**config.mk**
```make
export PLATFORM = sky130hd
export DESIGN_NAME = microstep_phase_sequencer
export DESIGN_NICKNAME = d
export VERILOG_FILES = /design/src/logic/microstep_pkg.sv /design/src/logic/bridge_leg_chopper.sv /design/src/logic/microstep_phase_sequencer.sv
export SDC_FILE = /design/constraint.sdc
export NUM_CORES = 1
export LEC_CHECK = 0
export ABC_AREA = 1
export BUFFER_PORTS_ARGS = -buffer_cell sky130_fd_sc_hd__buf_2
export CAP_MARGIN = 40
export CORE_ASPECT_RATIO = 1.5
export CORE_MARGIN = 1
export CORE_UTILIZATION = 30
export DETAILED_ROUTE_END_ITERATION = 8
export SYNTH_ARGS = -nofsm -noshare
export SYNTH_HDL_FRONTEND = slang
export SYNTH_SLANG_ARGS = --single-unit
```
**constraint.sdc**
```tcl
create_clock -name ref_clk -period 4.2 [get_ports ref_clk]
set_input_delay 0.63 -clock ref_clk [delete_from_list [all_inputs] [get_ports ref_clk]]
set_output_delay 0.63 -clock ref_clk [all_outputs]
set_load 0.02 [all_outputs]
```
**src/logic/microstep_pkg.sv**
```systemverilog
package microstep_pkg;

    localparam int          INDEX_W        = 6;
    localparam int          LEVEL_W        = 7;
    localparam int          SYNC_W         = 11;

    localparam logic [5:0]  HOME_INDEX     = 6'h00;
    localparam logic [5:0]  INC_SIXTEENTH  = 6'h01;
    localparam logic [5:0]  INC_EIGHTH     = 6'h02;
    localparam logic [5:0]  INC_QUARTER    = 6'h04;
    localparam logic [5:0]  INC_HALF       = 6'h08;

    // Resolution code is {select_b, select_a}
    localparam logic [1:0]  MODE_SIXTEENTH = 2'h0;
    localparam logic [1:0]  MODE_HALF      = 2'h1;
    localparam logic [1:0]  MODE_QUARTER   = 2'h2;
    localparam logic [1:0]  MODE_EIGHTH    = 2'h3;

    localparam logic [4:0]  QUARTER_STEPS  = 5'h10;
    localparam logic [6:0]  SINE_QUARTER [0:16] = '{
        7'h64, 7'h64, 7'h62, 7'h60, 7'h5C, 7'h58, 7'h53, 7'h4D, 7'h47,
        7'h3F, 7'h38, 7'h2F, 7'h26, 7'h1D, 7'h14, 7'h0A, 7'h00};
    localparam int          TORQUE_SHIFT   = 2;

    localparam int          CHOP_CYCLES    = 8;
    localparam logic [2:0]  CHOP_LAST      = 3'(CHOP_CYCLES - 1);
    localparam logic [2:0]  CHOP_FAST_SLOT = 3'(CHOP_CYCLES - 2);

    localparam int          CLK_PERIOD_NS  = 20;
    localparam int          DEAD_TIME_NS   = 300;
    localparam int          DEAD_CYCLES    = (DEAD_TIME_NS + CLK_PERIOD_NS - 1) / CLK_PERIOD_NS;
    localparam int          DEAD_W         = 4;

    // Gate word {first_high, first_low, second_high, second_low}
    localparam logic [3:0]  GATES_OFF      = 4'h0;
    localparam logic [3:0]  GATES_CHARGE   = 4'h9;
    localparam logic [3:0]  GATES_SLOW     = 4'h5;
    localparam logic [3:0]  GATES_FAST     = 4'h6;

    typedef enum logic [1:0] {bridge_charge, bridge_slow, bridge_fast} bridge_type;
    typedef enum logic [1:0] {leg_dead, leg_charge, leg_slow, leg_fast} leg_state_type;

endpackage

```
**src/logic/bridge_leg_chopper.sv**
```systemverilog
`timescale 1ns/1ps
module bridge_leg_chopper #(
    parameter int DEAD_COUNT = microstep_pkg::DEAD_CYCLES
) (
    input  wire logic ref_clk,
    input  wire logic sys_rst,
    input  wire logic drive_on,
    input  wire logic reverse,
    input  wire logic level_zero,
    input  wire logic period_start,
    input  wire logic decay_start,
    input  wire logic sense_trip,
    output logic      first_high,
    output logic      first_low,
    output logic      second_high,
    output logic      second_low
);
    import microstep_pkg::*;

    localparam logic [DEAD_W-1:0] DEAD_LOAD = DEAD_W'(DEAD_COUNT - 1);

    if (DEAD_COUNT < 1 || DEAD_COUNT > (1 << DEAD_W))
        $error("DEAD_COUNT out of range");

    bridge_type        goal;
    leg_state_type     state;
    logic [DEAD_W-1:0] dead_cnt;
    logic              applied_rev;

    function automatic leg_state_type leg_of(input bridge_type g);
        unique case (g)
            bridge_charge: leg_of = leg_charge;
            bridge_fast:   leg_of = leg_fast;
            default:       leg_of = leg_slow;
        endcase
    endfunction

    function automatic logic [3:0] gates_of(input leg_state_type s, input logic rev);
        unique case (s)
            leg_charge: gates_of = rev ? GATES_FAST : GATES_CHARGE;
            leg_slow:   gates_of = GATES_SLOW;
            leg_fast:   gates_of = rev ? GATES_CHARGE : GATES_FAST;
            leg_dead:   gates_of = GATES_OFF;
        endcase
    endfunction

    // Wanted bridge phase within the chopping period
    always_ff @(posedge ref_clk or posedge sys_rst) begin
        if (sys_rst) begin
            goal <= bridge_slow;
        end else if (period_start) begin
            goal <= level_zero ? bridge_slow : bridge_charge;
        end else if (decay_start) begin
            goal <= bridge_fast;
        end else if (sense_trip && goal == bridge_charge) begin
            goal <= bridge_slow;
        end
    end

    // Every change passes through the all-off state
    always_ff @(posedge ref_clk or posedge sys_rst) begin
        if (sys_rst) begin
            state       <= leg_dead;
            dead_cnt    <= DEAD_LOAD;
            applied_rev <= 1'b0;
        end else if (!drive_on) begin
            state    <= leg_dead;
            dead_cnt <= DEAD_LOAD;
        end else if (state == leg_dead) begin
            if (dead_cnt != '0) begin
                dead_cnt <= dead_cnt - 1'b1;
            end else begin
                state       <= leg_of(goal);
                applied_rev <= reverse;
            end
        end else if (state != leg_of(goal) || applied_rev != reverse) begin
            state    <= leg_dead;
            dead_cnt <= DEAD_LOAD;
        end
    end

    always_ff @(posedge ref_clk or posedge sys_rst) begin
        if (sys_rst) begin
            {first_high, first_low, second_high, second_low} <= GATES_OFF;
        end else begin
            {first_high, first_low, second_high, second_low} <=
                drive_on ? gates_of(state, applied_rev) : GATES_OFF;
        end
    end

endmodule

```
**src/logic/microstep_phase_sequencer.sv**
```systemverilog
`timescale 1ns/1ps
module microstep_phase_sequencer #(
    parameter int DEAD_COUNT = microstep_pkg::DEAD_CYCLES
) (
    input  wire logic                         ref_clk,
    input  wire logic                         sys_rst,
    input  wire logic                         step_clock,
    input  wire logic                         rotation_direction,
    input  wire logic                         motion_reset_n,
    input  wire logic                         drive_enable,
    input  wire logic                         sleep_input_n,
    input  wire logic                         resolution_select_a,
    input  wire logic                         resolution_select_b,
    input  wire logic                         torque_select,
    input  wire logic                         sense_phase_a,
    input  wire logic                         sense_phase_b,
    input  wire logic                         chop_oscillator,
    input  wire logic                         home_flag_out_i,
    output logic                              home_flag_out_o,
    output logic                              home_flag_out_oe_n,
    output logic [microstep_pkg::LEVEL_W-1:0] phase_a_level,
    output logic                              phase_a_reverse,
    output logic [microstep_pkg::LEVEL_W-1:0] phase_b_level,
    output logic                              phase_b_reverse,
    output logic                              phase_a_out_first_high,
    output logic                              phase_a_out_first_low,
    output logic                              phase_a_out_second_high,
    output logic                              phase_a_out_second_low,
    output logic                              phase_b_out_first_high,
    output logic                              phase_b_out_first_low,
    output logic                              phase_b_out_second_high,
    output logic                              phase_b_out_second_low,
    output logic                              drive_active
);
    import microstep_pkg::*;

    if (DEAD_COUNT < 1 || DEAD_COUNT > (1 << DEAD_W))
        $error("DEAD_COUNT does not fit the dead-time counter");
    if (INDEX_W != $bits(HOME_INDEX) || QUARTER_STEPS != (1 << (INDEX_W - 2)))
        $error("Step index must span four table quadrants");
    if (CHOP_CYCLES != (1 << $bits(CHOP_LAST)))
        $error("Chop slot counter must wrap after one period");

    logic [SYNC_W-1:0]  sync_first;
    logic [SYNC_W-1:0]  sync_second;

    logic               step_s;
    logic               dir_s;
    logic               rst_n_s;
    logic               enable_s;
    logic               awake_s;
    logic [1:0]         mode_s;
    logic               torque_s;
    logic               sense_a_s;
    logic               sense_b_s;
    logic               osc_s;

    logic               step_prev;
    logic               rst_n_prev;
    logic [1:0]         mode_prev;
    logic               step_event;
    logic [INDEX_W-1:0] step_index;
    logic [INDEX_W-1:0] next_step_index;

    logic               osc_prev;
    logic               osc_rise;
    logic [2:0]         chop_slot;
    logic               period_start;
    logic               decay_start;
    logic               drive_on;

    logic [LEVEL_W:0]   target_a;
    logic [LEVEL_W:0]   target_b;

    // The eleven control and sense pins in sync_first pass two flip-flops before use
    always_ff @(posedge ref_clk or posedge sys_rst) begin
        if (sys_rst) begin
            sync_first  <= '0;
            sync_second <= '0;
        end else begin
            sync_first  <= {step_clock,
                            rotation_direction,
                            motion_reset_n,
                            drive_enable,
                            sleep_input_n,
                            resolution_select_b,
                            resolution_select_a,
                            torque_select,
                            sense_phase_a,
                            sense_phase_b,
                            chop_oscillator};
            sync_second <= sync_first;
        end
    end

    assign step_s    = sync_second[10];
    assign dir_s     = sync_second[9];
    assign rst_n_s   = sync_second[8];
    assign enable_s  = sync_second[7];
    assign awake_s   = sync_second[6];
    assign mode_s    = sync_second[5:4];
    assign torque_s  = sync_second[3];
    assign sense_a_s = sync_second[2];
    assign sense_b_s = sync_second[1];
    assign osc_s     = sync_second[0];

    // Index increment per step for each resolution
    function automatic logic [INDEX_W-1:0] step_increment(input logic [1:0] mode);
        unique case (mode)
            MODE_SIXTEENTH: step_increment = INC_SIXTEENTH;
            MODE_HALF:      step_increment = INC_HALF;
            MODE_QUARTER:   step_increment = INC_QUARTER;
            MODE_EIGHTH:    step_increment = INC_EIGHTH;
        endcase
    endfunction

    // Signed target {reverse, magnitude}; cosine for A, sine for B
    // Table holds one cosine quadrant; odd quadrants of A and even quadrants of B read it backwards
    function automatic logic [LEVEL_W:0] phase_target(input logic [INDEX_W-1:0] idx,
                                                      input logic               sine);
        logic [4:0] near_at;
        logic [4:0] far_at;
        logic [4:0] at;
        logic       neg;
        near_at = {1'b0, idx[3:0]};
        far_at  = QUARTER_STEPS - near_at;
        at      = near_at;
        neg     = 1'b0;
        unique case ({sine, idx[5:4]})
            3'h0: begin
                at  = near_at;
                neg = 1'b0;
            end
            3'h1: begin
                at  = far_at;
                neg = 1'b1;
            end
            3'h2: begin
                at  = near_at;
                neg = 1'b1;
            end
            3'h3: begin
                at  = far_at;
                neg = 1'b0;
            end
            3'h4: begin
                at  = far_at;
                neg = 1'b0;
            end
            3'h5: begin
                at  = near_at;
                neg = 1'b0;
            end
            3'h6: begin
                at  = far_at;
                neg = 1'b1;
            end
            3'h7: begin
                at  = near_at;
                neg = 1'b1;
            end
        endcase
        phase_target = {neg, SINE_QUARTER[at]};
    endfunction

    function automatic logic [LEVEL_W-1:0] torque_scale(input logic [LEVEL_W-1:0] mag,
                                                        input logic               full);
        torque_scale = full ? mag : (mag >> TORQUE_SHIFT);
    endfunction

    // Rising step edge, or step already high as reset lifts
    assign step_event = step_s && (!step_prev || !rst_n_prev);

    // Previous synced values for edge and change detection
    always_ff @(posedge ref_clk or posedge sys_rst) begin
        if (sys_rst) begin
            step_prev  <= 1'b0;
            rst_n_prev <= 1'b0;
            mode_prev  <= MODE_SIXTEENTH;
        end else begin
            step_prev  <= step_s;
            rst_n_prev <= rst_n_s;
            mode_prev  <= mode_s;
        end
    end

    // Sleep freezes the index; motion reset or a mode change sends it home
    always_comb begin
        next_step_index = step_index;
        if (!awake_s) begin
            next_step_index = step_index;
        end else if (!rst_n_s) begin
            next_step_index = HOME_INDEX;
        end else if (mode_s != mode_prev) begin
            next_step_index = HOME_INDEX;
        end else if (step_event) begin
            if (dir_s) begin
                next_step_index = step_index - step_increment(mode_s);
            end else begin
                next_step_index = step_index + step_increment(mode_s);
            end
        end
    end

    always_ff @(posedge ref_clk or posedge sys_rst) begin
        if (sys_rst) begin
            step_index <= HOME_INDEX;
        end else begin
            step_index <= next_step_index;
        end
    end

    assign target_a = phase_target(step_index, 1'b0);
    assign target_b = phase_target(step_index, 1'b1);

    // Current targets for the reference converters
    always_ff @(posedge ref_clk or posedge sys_rst) begin
        if (sys_rst) begin
            phase_a_level   <= '0;
            phase_a_reverse <= 1'b0;
            phase_b_level   <= '0;
            phase_b_reverse <= 1'b0;
        end else begin
            phase_a_level   <= torque_scale(target_a[LEVEL_W-1:0], torque_s);
            phase_a_reverse <= target_a[LEVEL_W];
            phase_b_level   <= torque_scale(target_b[LEVEL_W-1:0], torque_s);
            phase_b_reverse <= target_b[LEVEL_W];
        end
    end

    // Home flag: open drain, enable low while pulling down
    always_ff @(posedge ref_clk or posedge sys_rst) begin
        if (sys_rst) begin
            home_flag_out_o    <= 1'b0;
            home_flag_out_oe_n <= 1'b1;
        end else begin
            home_flag_out_o    <= 1'b0;
            home_flag_out_oe_n <= (step_index != HOME_INDEX);
        end
    end

    // Oscillator cycle count within the chopping period
    assign osc_rise     = osc_s && !osc_prev;
    assign period_start = osc_rise && (chop_slot == CHOP_LAST);
    assign decay_start  = osc_rise && (chop_slot == CHOP_FAST_SLOT);

    always_ff @(posedge ref_clk or posedge sys_rst) begin
        if (sys_rst) begin
            osc_prev  <= 1'b0;
            chop_slot <= CHOP_LAST;
        end else begin
            osc_prev <= osc_s;
            if (osc_rise) begin
                chop_slot <= chop_slot + 1'b1;
            end
        end
    end

    assign drive_on = awake_s && enable_s;

    always_ff @(posedge ref_clk or posedge sys_rst) begin
        if (sys_rst) begin
            drive_active <= 1'b0;
        end else begin
            drive_active <= drive_on;
        end
    end

    // One chopper per phase, sharing the slot timing
    bridge_leg_chopper #(
        .DEAD_COUNT (DEAD_COUNT)
    ) leg_a (
        .ref_clk      (ref_clk),
        .sys_rst      (sys_rst),
        .drive_on     (drive_on),
        .reverse      (phase_a_reverse),
        .level_zero   (phase_a_level == '0),
        .period_start (period_start),
        .decay_start  (decay_start),
        .sense_trip   (sense_a_s),
        .first_high   (phase_a_out_first_high),
        .first_low    (phase_a_out_first_low),
        .second_high  (phase_a_out_second_high),
        .second_low   (phase_a_out_second_low)
    );

    bridge_leg_chopper #(
        .DEAD_COUNT (DEAD_COUNT)
    ) leg_b (
        .ref_clk      (ref_clk),
        .sys_rst      (sys_rst),
        .drive_on     (drive_on),
        .reverse      (phase_b_reverse),
        .level_zero   (phase_b_level == '0),
        .period_start (period_start),
        .decay_start  (decay_start),
        .sense_trip   (sense_b_s),
        .first_high   (phase_b_out_first_high),
        .first_low    (phase_b_out_first_low),
        .second_high  (phase_b_out_second_high),
        .second_low   (phase_b_out_second_low)
    );

endmodule

```
==> flow_summary.toml <==
[worst_setup_path]
rr_startpoint = "step_index[5]"
max_stage_delay_ns = 0.44
critPathKind = "reg -> reg"
required_ns = 4.48
r2r_slack_ns = 2.05
slowest_stage = "dfrtp_1"
end_kind = "register"
path_buf_inv = 1
cp.arrival_ns = 2.43
critPathLaunchType = "register"
cpLargestDelayFamily = "simple AND/OR/NAND/NOR gates"
crit_path_frequent_cell = "nand2_1"
path_max_fanout = 11
rr_worst_depth = 11
r2r-end = "phase_a_level[2]"
path_cells = "inv_1, ha_1, nor2_2, nand2_1, nand2_1, ha_1, nand3_1, nand2_1, nand2_1, nand4_1, nand2_1"

[synth]
ys_seq_area_share_pct = 50.9
synthCells = 450
yosysTopAreaCellShare_pct = 42.9
ys_warn_count = 0
yosysTopAreaCell = "dfrtp_1"
syn-num-nets = 487
synth_area_um2 = 3970
ys_types = 36
synth-seq-cells = 80
synthTopCellsByArea = "dfrtp_1, nand2_1, dfstp_2"
synth.avg_cell_area_um2 = 8.81

[routing]
wire_per_inst_um = 12.1
vias = 3103
routed_wl_mm = 8.01
routed_via_density = 4.70
drc = 0
postRouteAntennaNets = 0
drt_iter0_drc = 172
drt_first_pass_iters = 4

[clocking]
cts_tree = "done"
cts_resized = 0
hold_buffers = 0
cts_setup_buffers = 0
htree_levels = 3
clock-sinks = 80
clk_path_buf_depth = 2
root_buffer = "clkbuf_16"
clk_latency_ns = 0.34
path_clk_slew_ns = 0.06
cts_buffers = 9

[global_routing]
grt_use_met2_pct = 24.4
overflow = 0
grt.total_usage_pct = 13.0
grt.busiest_layer = "met2"
grtUsageMet3_pct = 3.41
antenna_found_initial = 0
grtUsageMet1_pct = 13.1
grt_pass1_vias = 3094
grt_max_degree = 33
grt_pass1_wl_mm = 13.7

[placed_design]
io_buffer_count = 38
gp_congestion = 0.841
hpwl_mm = 6.14
placedCellCount = 644

[timing]
period_needed_ns = 2.15
drv_slew = 0
period_share_pct = 51.2
fin_skew_ns = 0.00797
hold_viol_final = 0
holdWs_ns = 0.228
finalSetupTns_ns = 0
rsz0062_at_grt = "false"
setup_viol = 0
max_freq_ghz = 0.465

[layout]
area_growth_pct = 17.2
fill_cells = 1304
drive_above_1_share_pct = 19.6
fin_cells = 660
num_antenna_cells = 0
final_nets = 533

[floorplanning]
fp.dieW_um = 95.9
start_util_pct = 30.6
rows = 51
die_y_um = 143
die_area_um2 = 13700
core_um2 = 13000
design.portCount = 41

[pwr]
power_leakage_uw = 0.00235
powerDensity_nw_per_um2 = 439
irDropWorstVdd_mv = 0.180

[flow_run]
drv_cap = 0

[worst_hold_path]
hold_path_class = "in -> async"

[outcome]
status = "complete, no violations"
[final cells by class]
| cell class | count | area (µm²) | area share [%] |
|---|---|---|---|
| inverter | 53 | 200 | 4.31 |
| multi-input combinational | 312 | 1710 | 36.8 |
| tap | 159 | 199 | 4.28 |
| clock inverter | 7 | 78.8 | 1.70 |
| clock buffer | 9 | 225 | 4.85 |
| timing repair buffer | 40 | 218 | 4.68 |
| sequential | 80 | 2020 | 43.4 |
[sequential cells by signal, summed over array words and instances, names as in the netlist, 2 cells and up]
register / cells
sync_first: 11
sync_second: 11
phase_a_level: 7
phase_b_level: 7
step_index: 6
leg_a.dead_cnt: 4
leg_b.dead_cnt: 4
chop_slot: 3
leg_a.goal: 2
leg_a.state: 2
leg_b.goal: 2
leg_b.state: 2
mode_prev: 2
[report_power, final]
part           switching [µW]  internal, µW
sequential               57.7           866
combinational             194           113
clock                     343           468
total                     595          1450
[worst max-delay path by stage]
| stage | start | end | slack [ns] | depth (start not counted) |
|---|---|---|---|---|
| 2_1_floorplan | sys_rst | drive_active | 1.54 | 1 |
| 3_3_place_gp | step_index[5] | phase_a_level[2] | 2.14 | 9 |
| 3_5_place_dp | step_index[5] | phase_a_level[2] | 2.07 | 11 |
| 4_1_cts | step_index[5] | phase_a_level[2] | 2.05 | 11 |
| 5_1_grt | step_index[5] | phase_a_level[2] | 1.87 | 11 |
| 6_report | step_index[5] | phase_a_level[2] | 2.05 | 11 |
[cells in the mapped netlist (all sizes together)]
library cell and count:
o21bai 1, conb 1, dfstp 12, a21oi 12
nand3 31, nor4 2, nand3b 1, o311ai 1
o211ai 2, fa 1, o22ai 5, xnor2 5
xor2 6, a31oi 2, ha 22, dfrtp 68
nor2 48, nand2 117, nand4 13, inv 53
o21ai 29, a22oi 1, nor3 9, buf 5
or2 2, mux2 1
[through the flow]
step	utilization, %	power [µW]	setup WS, ns	area (µm²)
after floorplan	-	1150	1.54	3970
after global placement	33.4	1230	2.14	4320
after detailed placement	33.5	1250	2.07	4340
after CTS	35.9	2060	2.05	4650
after global routing	35.9	2150	1.87	4650
final	35.9	2040	2.05	4650
[cell usage in the layout (no fill, tap or decap), types with 2 or more instances in the layout]
master / count
nand2_1: 103
dfrtp_1: 68
inv_1: 47
nor2_1: 45
buf_2: 38
nand3_1: 27
ha_1: 22
o21ai_1: 15
nand4_1: 13
o21ai_0: 13
a21oi_1: 12
dfstp_2: 12
nand2_2: 11
nor3_1: 9
clkbuf_16: 9
xor2_1: 6
xnor2_1: 5
inv_2: 5
o22ai_1: 5
nand3_2: 4
nor2_2: 3
nand2_4: 3
o211ai_1: 2
clkinv_2: 2
nor4_1: 2
a31oi_1: 2
clkinvlp_4: 2
inv_6: 2
[routing by layer]
metal | up-vias | part of all wire, %
li1 | 1555 | -
met1 | 1463 | 39
met2 | 66 | 55
met3 | 19 | 3.8
met4 | 0 | 2.5
met5 | - | 0
[logic make-up after synthesis]
group	Yosys count	share of synthesized area [%]
XOR/XNOR	11	2.43
AND/OR/NAND/NOR	223	25.5
other	1	0.0946
multiplexers	1	0.284
buffers and inverters	58	6.03
flip-flops	80	50.9
adder cells (fa/ha/maj)	23	7.45
AO/OA/AOI/OAI	53	7.35
No activity file was read; power rests on OpenSTA's default activity.
